--- src/hdl/odem_consts.vh ---
/*
 * Constants for the overheat diode emulation controller.
 * Assumes inclusion by bare name from design and checker files.
 */
`ifndef ODEM_CONSTS_VH
`define ODEM_CONSTS_VH

// Clock period in picoseconds.
`define ODEM_CLK_PERIOD_PS 4000
// Falling edge blanking time in nanoseconds.
`define ODEM_BLANK_NS 200
// Blanking cycles; a least time rounds up.
`define ODEM_BLANK_CYCLES ((`ODEM_BLANK_NS * 1000 + `ODEM_CLK_PERIOD_PS - 1) / `ODEM_CLK_PERIOD_PS)
`define ODEM_BLANK_W 8
// State codes, one-hot.
`define ODEM_ST_BLANK 3'h1
`define ODEM_ST_WATCH 3'h2
`define ODEM_ST_CONDUCT 3'h4
`define ODEM_ST_W 3

`endif

--- src/hdl/odem_sync.v ---
/*
 * Two flip-flop synchroniser for a bundle of asynchronous levels.
 * Assumes one clock and an active-low asynchronous reset.
 */
`timescale 1ns/1ps
`default_nettype none

module odem_sync #(
    parameter WIDTH = 4
) (
    input wire sys_clk,
    input wire rst_n,
    input wire [WIDTH-1:0] async_in,
    output reg [WIDTH-1:0] sync_out
);

reg [WIDTH-1:0] stage1;

always @(posedge sys_clk or negedge rst_n) begin
    if (!rst_n) begin
        stage1 <= {WIDTH{1'b0}};
        sync_out <= {WIDTH{1'b0}};
    end else begin
        stage1 <= async_in;
        sync_out <= stage1;
    end
end

endmodule // odem_sync

`default_nettype wire

--- src/hdl/odem_blank_timer.v ---
/*
 * Blanking timer: restarts on each start pulse, pulses done on expiry.
 * Assumes one clock and the synchronised active-low reset.
 */
`timescale 1ns/1ps
`default_nettype none
`include "odem_consts.vh"

module odem_blank_timer (
    input wire sys_clk,
    input wire rst_n,
    input wire start,
    output reg done
);

reg [`ODEM_BLANK_W-1:0] count;
reg running;
// The reload value is worked out at full integer width and then cut to the counter width.
wire [31:0] blank_load = `ODEM_BLANK_CYCLES - 1;

always @(posedge sys_clk or negedge rst_n) begin
    if (!rst_n) begin
        count <= {`ODEM_BLANK_W{1'b0}};
        running <= 1'b0;
        done <= 1'b0;
    end else if (start) begin
        // A new edge always restarts the whole interval.
        count <= blank_load[`ODEM_BLANK_W-1:0];
        running <= 1'b1;
        done <= 1'b0;
    end else if (running) begin
        if (count == {`ODEM_BLANK_W{1'b0}}) begin
            running <= 1'b0;
            done <= 1'b1;
        end else begin
            count <= count - 1'b1;
            done <= 1'b0;
        end
    end else begin
        done <= 1'b0;
    end
end

endmodule // odem_blank_timer

`default_nettype wire

--- src/hdl/odem_fsm.v ---
/*
 * Overheat diode emulation controller: decides the gate command of the
 * power switch while the device is in overheat shutdown.
 * Assumes asynchronous comparator pins and command input, one 250 MHz clock.
 */
`timescale 1ns/1ps
`default_nettype none
`include "odem_consts.vh"

module odem_fsm (
    input wire sys_clk,
    input wire resetn,
    input wire overheat_shutdown,
    input wire switch_cmd,
    input wire drain_negative,
    input wire current_forward,
    output reg gate_on,
    output reg protect_alarm,
    output reg overheat_diode_emulation_active,
    output reg operational_diode_emulation_start,
    output reg [`ODEM_ST_W-1:0] state
);

localparam [`ODEM_ST_W-1:0] ST_BLANK = `ODEM_ST_BLANK;
localparam [`ODEM_ST_W-1:0] ST_WATCH = `ODEM_ST_WATCH;
localparam [`ODEM_ST_W-1:0] ST_CONDUCT = `ODEM_ST_CONDUCT;

////////////////////////////////////////////////////////////////////////////////

reg rst_meta;
reg rst_n;

always @(posedge sys_clk or negedge resetn) begin
    if (!resetn) begin
        rst_meta <= 1'b0;
        rst_n <= 1'b0;
    end else begin
        rst_meta <= 1'b1;
        rst_n <= rst_meta;
    end
end

////////////////////////////////////////////////////////////////////////////////

wire [3:0] synced;
wire shut_s;
wire cmd_s;
wire neg_s;
wire fwd_s;

odem_sync #(
    .WIDTH(4)
) u_sync (
    .sys_clk(sys_clk),
    .rst_n(rst_n),
    .async_in({overheat_shutdown, switch_cmd, drain_negative, current_forward}),
    .sync_out(synced)
);

assign shut_s = synced[3];
assign cmd_s = synced[2];
assign neg_s = synced[1];
assign fwd_s = synced[0];

reg cmd_d;
reg shut_d;

always @(posedge sys_clk or negedge rst_n) begin
    if (!rst_n) begin
        cmd_d <= 1'b0;
        shut_d <= 1'b0;
    end else begin
        cmd_d <= cmd_s;
        shut_d <= shut_s;
    end
end

// Edge detectors look only at the second synchroniser stage.
wire cmd_fall = cmd_d & ~cmd_s;
wire shut_enter = shut_s & ~shut_d;
wire shut_leave = shut_d & ~shut_s;
wire blank_start = shut_s & cmd_fall;

////////////////////////////////////////////////////////////////////////////////

wire blank_done;

odem_blank_timer u_timer (
    .sys_clk(sys_clk),
    .rst_n(rst_n),
    .start(blank_start),
    .done(blank_done)
);

////////////////////////////////////////////////////////////////////////////////

reg [`ODEM_ST_W-1:0] next_state;

always @* begin
    next_state = state;
    if (!shut_s) begin
        next_state = ST_WATCH;
    end else if (shut_enter) begin
        next_state = ST_WATCH;
    end else if (cmd_fall) begin
        next_state = ST_BLANK;
    end else begin
        case (state)
            ST_BLANK: begin
                // Only the timer or leaving shutdown ends blanking, so a missing drain swing cannot hang it.
                if (blank_done) begin
                    next_state = ST_WATCH;
                end
            end
            ST_WATCH: begin
                if (neg_s) begin
                    next_state = ST_CONDUCT;
                end
            end
            ST_CONDUCT: begin
                if (fwd_s) begin
                    next_state = ST_WATCH;
                end
            end
            default: begin
                next_state = ST_WATCH;
            end
        endcase
    end
end

always @(posedge sys_clk or negedge rst_n) begin
    if (!rst_n) begin
        state <= ST_WATCH;
        gate_on <= 1'b0;
        protect_alarm <= 1'b0;
        overheat_diode_emulation_active <= 1'b0;
        operational_diode_emulation_start <= 1'b0;
    end else begin
        state <= next_state;
        // Switch is on only in conduction; blanking and monitoring keep it off.
        gate_on <= shut_s & (next_state == ST_CONDUCT);
        protect_alarm <= shut_s;
        overheat_diode_emulation_active <= shut_s;
        operational_diode_emulation_start <= shut_leave;
    end
end

endmodule // odem_fsm

`default_nettype wire

--- config.mk ---
export PLATFORM = sky130hd
export DESIGN_NAME = odem_fsm
export DESIGN_NICKNAME = d
export VERILOG_FILES = /design/src/hdl/odem_sync.v /design/src/hdl/odem_blank_timer.v /design/src/hdl/odem_fsm.v
export VERILOG_INCLUDE_DIRS = /design/src /design/src/hdl
export SDC_FILE = /design/constraint.sdc
export NUM_CORES = 1
export LEC_CHECK = 0
export ABC_AREA = 1
export ABC_CLOCK_PERIOD_IN_PS = 1100
export BUFFER_PORTS_ARGS = -buffer_cell sky130_fd_sc_hd__buf_2
export CAP_MARGIN = 25
export CORE_MARGIN = 5
export CORE_UTILIZATION = 35
export CTS_BUF_LIST = sky130_fd_sc_hd__clkbuf_16
export CTS_CLUSTER_SIZE = 10
export DETAILED_ROUTE_END_ITERATION = 12
export HOLD_SLACK_MARGIN = 0.08
export PLACE_DENSITY = 0.62
export SYNTH_ARGS = -nofsm -noshare
export SYNTH_HDL_FRONTEND = slang
export SYNTH_SLANG_ARGS = --single-unit
--- constraint.sdc ---
create_clock -name sys_clk -period 1.1 [get_ports sys_clk]
set_input_delay 0.055 -clock sys_clk [delete_from_list [all_inputs] [get_ports sys_clk]]
set_output_delay 0.055 -clock sys_clk [all_outputs]
set_load 0.02 [all_outputs]
==> impl_results.md, run 1 <==
* Sequential area share after synthesis at 0.593
* CP max FO at 7
* Setup slack after layout at -273 ps
* Commonest non-fill, non-tap cells in the layout: dfrtp_1, buf_4, nand2_1
* CP Launch Type: flop
* Vias at 940
* Switching share of power at 0.351
* Req. time, crit path at 1240 ps
* CP Data Arrival Time at 1520 ps
* GRT overflow at 0
* Mux cell area share after synthesis at 0
* CTS Sinks at 27
* RSZ-0062 raised after global routing: yes
* I/O pin total at 13
* DR WL/cell at 12.2 um
* Crit path cell chain: inv_2 > ha_4 > nand2_4 > o21ai_4 > nand2_4 > nand2_1 > o21ai_1
* Initial DRC count at 14
* Antenna cells at 0
* Drt total wl at 2530 um
* Number of CTS-inserted buffers at 3
* Distinct cells, synth at 23
* Nets at 172
* Gpl congestion at 0.871
* Clock Skew at 6.08 ps
* Worst stage delay on the critical path at 400 ps
* # port buffers at 12
* H-tree levels at 1
* Outcome: complete, but fails checks
* Fin. max-slew vios at 0
* Largest net degree at the start of global routing at 19
* Vias in the first global route at 913
* Die width at 67.1 um
* First-pass GRT wire length at 4000 um
* Post-Synth Adder-Cell Area at 0.0110
* Psw at 1.39 mW
* Largest family of logic cells by synthesized area: simple AND/OR/NAND/NOR gates
* Syn Area/Cell at 9.59 um^2
* Internal Power at 2.57 mW
* Post-DP Area at 1410 um^2
* Final TNS setup at -1980 ps
* DR vias/cell at 4.52
* Final hold viol count at 0
* Starting density of the core at 0.368
* Seq pwr share at 0.334
* Failing checks: negative setup slack
* XOR/XNOR Fraction of Synth Area at 0.0307
* Layout Cell Area excl Fill at 1640 um^2
* Period minus WS final at 1370 ps
* Cells after synthesis at 119
* Power density over the cells at 2420 nW/um^2
* All-layer global routing usage at 0.120
* Post-DP HPWL at 1680 um
* Post-layout util at 0.529
* Post-Synth Simple-Gate Area at 0.261
* Layout overhead on the synthesized area at 43.7%
* Most used cell, CP: nand2_4
* Peak supply drop at 0.00142 V
* FP Rows at 20
* Compound-gate portion of the synthesized area at 0.0406
* CTS tree: yes
* Period utilisation layout at 1.25
* Layout cells sized above 1 at 0.409
* Worst path slowest cell: dfrtp_1
* Synthesized flop and latch total at 27
* YS warnings at 0
* Synth Net Count at 126
* CP endpoint kind: flop
* Post-DRT Antenna Nets at 0
* # DRC at 0
* Leak pwr at 0.824 nW
* Part of the power in combinational logic at 0.459
* Initial antenna violation count at 0
* Reg clk slew, reported paths at 70 ps
* MaxCap Viol Count at 0
* Skew-Pair Late Insertion Delay at 260 ps
* Die ar. at 4500 um^2
* Fmax at 728 MHz
* CTS max path bufs at 2
* DR pass1 iterations at 5
* DP Worst Slack at -197 ps
* Core Region at 3100 um^2
* Root buffer cell: clkbuf_16
* Die Height at 67.1 um
* Mapped cell area at 1140 um^2
* Hold Path Class: input pin to asynchronous set/reset pin
* CP Class: flop to flop
* Finish-stage setup viols at 9
* Clk pwr share at 0.207
-- worst max-delay path: cells and delay by family (launching register included) --
family | cells | cell delay (ps)
and+or+nand+nor | 3 | 260
AOI/OAI and AO/OA | 2 | 330
adders and majority gates | 1 | 160
buffers and inverters | 1 | 90
DFF | 1 | 400
-- per-layer routing --
metal	vias to the layer above	part of all wire	wire length [um]	GRT usage
li1	472	-	-	-
met1	442	0.41	1040	0.141
met2	22	0.54	1380	0.207
met3	4	0.030	76	0.0304
met4	0	0.018	45	0.0456
met5	-	0	0	0
-- sequential cells by signal, indices dropped and copies added (netlist names) --
name,count
u_timer.count,8
u_timer.done,1
overheat_diode_emulation_active,1
u_sync.stage1,4
u_timer.running,1
operational_diode_emulation_start,1
u_sync.sync_out,4
gate_on,1
cmd_d,1
state,3
rst_meta,1
rst_n,1
-- final timing paths --
check,from,end,slack (ps),depth (start not counted)
setup / recovery,u_timer.count[0],u_timer.count[5],-270,7
hold / removal,resetn,rst_n,100,2
setup reg to reg,u_timer.count[0],u_timer.count[5],-270,7
hold reg to reg,rst_n,u_sync.stage1[2],170,1
max in group asynchronous,rst_n,state[1],620,1
min in group sys_clk,u_sync.stage1[3],u_sync.sync_out[3],350,0
-- metrics by stage --
stage | std cells | hold slack (ps) | total power, mW
2_1_floorplan | 119 | -241 | 2.22
3_3_place_gp | 193 | -159 | 2.77
3_5_place_dp | 193 | -156 | 2.83
4_1_cts | 204 | 105 | 3.74
5_1_grt | 208 | 115 | 4.23
6_report | 208 | 103 | 3.96
-- power groups by stage --
stage | combinational, mW | sequential [mW] | clock, mW
floorplan | 0.849 | 1.37 | 0
CTS | 1.59 | 1.31 | 0.839
detailed placement | 1.50 | 1.33 | 0
global placement | 1.45 | 1.32 | 0
finish | 1.82 | 1.32 | 0.820
global route | 1.99 | 1.34 | 0.894
-- cells in the mapped netlist, drive strengths merged --
| master | count | share of area |
|---|---|---|
| nand2 | 21 | 0.082 |
| inv | 15 | 0.049 |
| xor2 | 3 | 0.023 |
| nor2 | 19 | 0.069 |
| nand3b | 1 | 0.0066 |
| nand4 | 6 | 0.033 |
| o22ai | 1 | 0.0055 |
| nor3 | 2 | 0.0088 |
| conb | 1 | 0.0033 |
| dfrtp | 26 | 0.57 |
| nand3 | 14 | 0.061 |
| o21ai | 5 | 0.035 |
| xnor2 | 1 | 0.0077 |
| buf | 2 | 0.011 |
| ha | 1 | 0.011 |
| dfstp | 1 | 0.023 |
-- logic make-up after synthesis --
| family | Yosys count |
|---|---|
| other cells | 1 |
| buf+inv | 17 |
| fa+ha+maj | 1 |
| flops | 27 |
| xor+xnor | 4 |
| simple gates | 63 |
| compound gates | 6 |
-- repair_timing --
action                     4_1_cts  5_1_grt
buffers inserted                 2        4
pin swaps                        1        6
cloned                           0        0
setup endpoints to repair        9       13
resized for setup                1       15
hold endpoints to repair         6        0
hold buffers                     5        0
-- layout make-up --
cell class	instances	area [um^2]
clock buffer	3	75.1
clock inverter	1	7.51
fill	300	1460
inverter	15	56.3
multi-input combinational	75	464
sequential	27	677
tap	44	55.1
timing repair buffer	43	305
Power figures use the tool's default switching activity.
==> inputs of run 2 (changes only) <==
--- a/config.mk
+++ b/config.mk
@@ -10,6 +10,7 @@
 export ABC_CLOCK_PERIOD_IN_PS = 1100
 export BUFFER_PORTS_ARGS = -buffer_cell sky130_fd_sc_hd__buf_2
 export CAP_MARGIN = 25
+export CORE_ASPECT_RATIO = 0.5
 export CORE_MARGIN = 5
 export CORE_UTILIZATION = 35
 export CTS_BUF_LIST = sky130_fd_sc_hd__clkbuf_16
@@ -17,6 +18,7 @@
 export DETAILED_ROUTE_END_ITERATION = 12
 export HOLD_SLACK_MARGIN = 0.08
 export PLACE_DENSITY = 0.62
+export SKIP_CTS_REPAIR_TIMING = 1
 export SYNTH_ARGS = -nofsm -noshare
 export SYNTH_HDL_FRONTEND = slang
 export SYNTH_SLANG_ARGS = --single-unit
==> impl_results.md, run 2 (synthesis gave the netlist of run 1 again) <==
* Outcome: complete, but fails checks
* Failing checks: negative setup slack
* Most common cell after layout, fill and taps aside: dfrtp_1
* Post-DP HPWL at 1600 um (-4.5%)
* DR pass1 iterations at 4 (-1)
* Starting density of the core at 0.372 (+0.00450)
* Clock Skew at 3.76 ps (-2.32 ps)
* Core Region at 3070 um^2 (-1.2%)
* Vias in the first global route at 798 (-13%)
* Final hold viol count at 0 (unchanged)
* Gpl congestion at 0.746 (-14%)
* CTS max path bufs at 2 (unchanged)
* Drt total wl at 2160 um (-15%)
* Largest net degree at the start of global routing at 26 (+7)
* Die width at 90.8 um (+35%)
* DR vias/cell at 4.38 (-3.1%)
* Hold_ws at 103 ps (-0.699 ps)
* Final TNS setup at -1550 ps (+424 ps)
* Reg2Reg Depth at 7 (unchanged)
* Skew-Pair Late Insertion Delay at 260 ps (about the same)
* CP endpoint kind: flop
* H-tree levels at 1 (unchanged)
* CP Class: flop to flop
* Finish-stage setup viols at 9 (unchanged)
* Commonest non-fill, non-tap cells in the layout: dfrtp_1, buf_4, nor2_1
* Period utilisation layout at 1.22 (-0.0315)
* RR Startpoint: u_timer.count[1]
* CP Launch Type: flop
* Antenna cells at 0 (unchanged)
* Initial DRC count at 35 (+21)
* First-pass GRT wire length at 3590 um (-10%)
* Worst setup endpoint: u_timer.count[0]
* DR WL/cell at 10.8 um (-11%)
* # DRC at 0 (unchanged)
* Worst R2R Setup Slack at -240 ps (+30 ps)
* Vias at 876 (-6.8%)
* Fillers at 264 (-12%)
* Largest regs: u_timer.count (8), u_sync.stage1 (4), u_sync.sync_out (4)
* Layout Cell Area excl Fill at 1600 um^2 (-2.7%)
* Peak supply drop at 0.00103 V (-27%)
* Initial antenna violation count at 0 (unchanged)
* Layout overhead on the synthesized area at 39.8%
* Die ar. at 4570 um^2 (+1.5%)
* GRT overflow at 0 (unchanged)
* # port buffers at 12 (unchanged)
* Period minus WS final at 1340 ps (-34.6 ps)
* Layout cells sized above 1 at 0.381 (-0.0273)
* RSZ-0062 raised after global routing: yes
* Post-DRT Antenna Nets at 0 (unchanged)
* I/O pin total at 13 (unchanged)
* Reg clk slew, reported paths at 60 ps (about the same)
* CP max FO at 7 (unchanged)
* Largest register FFs at 8 (unchanged)
* Number of CTS-inserted buffers at 3 (unchanged)
* Hold Path Class: input pin to asynchronous set/reset pin
* DP Worst Slack at -220 ps (-23.0 ps)
* CTS Sinks at 27 (unchanged)
* Setup slack after layout at -238 ps (+34.6 ps)
* Post-layout util at 0.520 (-0.00822)
* Leak pwr at 0.810 nW (-1.7%)
* Die Height at 50.4 um (-25%)
* Power density over the cells at 2350 nW/um^2 (-2.7%)
* Worst Setup SP: u_timer.count[1]
* Nets at 168 (-2.3%)
* MaxCap Viol Count at 0 (unchanged)
* FP Rows at 14 (-30%)
* CP Data Arrival Time at 1490 ps (-30 ps)
* Top reg by flops: u_timer.count
* Req. time, crit path at 1250 ps (about the same)
* Root buffer cell: clkbuf_16
* Post-DP Area at 1390 um^2 (-0.89%)
* Reg-to-Reg End: u_timer.count[0]
* Fin. max-slew vios at 0 (unchanged)
* CTS tree: yes
* Fmax at 747 MHz (+2.6%)
* All-layer global routing usage at 0.101 (-0.0189)
-- run 2: cell count changes in the layout (fill, tap and decap cells not counted), sizes merged --
| cell | delta |
|---|---|
| inv | +1 |
| buf | -4 |
| clkinvlp | -1 |
-- run 2: worst max-delay path, cell delays in order, from the launching register on --
cell     delay, ps
dfrtp_1        380
inv_2           80
ha_4           160
nand2_4         70
o21ai_4        260
nand2_4        130
nor2_1         100
nor2_1          50
-- run 2: final cells by class --
type	count	area, um^2	area share
Sequential cell	27	677	0.424
Tap cell	40	50.0	0.0314
Multi-Input combinational cell	75	458	0.287
Inverter	15	56.3	0.0353
Timing Repair Buffer	39	275	0.173
Clock buffer	3	75.1	0.0471
Clock inverter	1	3.75	0.00235
-- run 2: per-layer routing --
metal | global-route usage | wire (um) | share of wire | vias to the layer above
li1 | - | - | - | 465
met1 | 0.121 | 992 | 0.46 | 399
met2 | 0.165 | 1060 | 0.49 | 8
met3 | 0.0373 | 77 | 0.036 | 4
met4 | 0.0446 | 33 | 0.015 | 0
met5 | 0 | 0 | 0 | -
-- run 2: how the worst min path moves through the flow --
stage	from	end	slack, ps	cells past startpoint
after CTS	resetn	rst_meta	-430	1
after detailed placement	resetn	rst_meta	-160	1
final	resetn	rst_n	100	2
after global routing	resetn	rst_n	130	2
after global placement	resetn	rst_meta	-160	1
after floorplan	resetn	rst_meta	-240	0
-- run 2: stage by stage --
step / cells / power (mW)
6_report: 200 / 3.75
3_5_place_dp: 188 / 2.83
5_1_grt: 200 / 4.03
2_1_floorplan: 119 / 2.22
4_1_cts: 192 / 3.63
3_3_place_gp: 188 / 2.78
-- run 2: report_power, final --
| group | switching [mW] | total [mW] | internal [mW] |
|---|---|---|---|
| logic | 0.834 | 1.64 | 0.809 |
| registers | 0.125 | 1.31 | 1.18 |
| clock network | 0.311 | 0.797 | 0.486 |
| total | 1.27 | 3.75 | 2.48 |
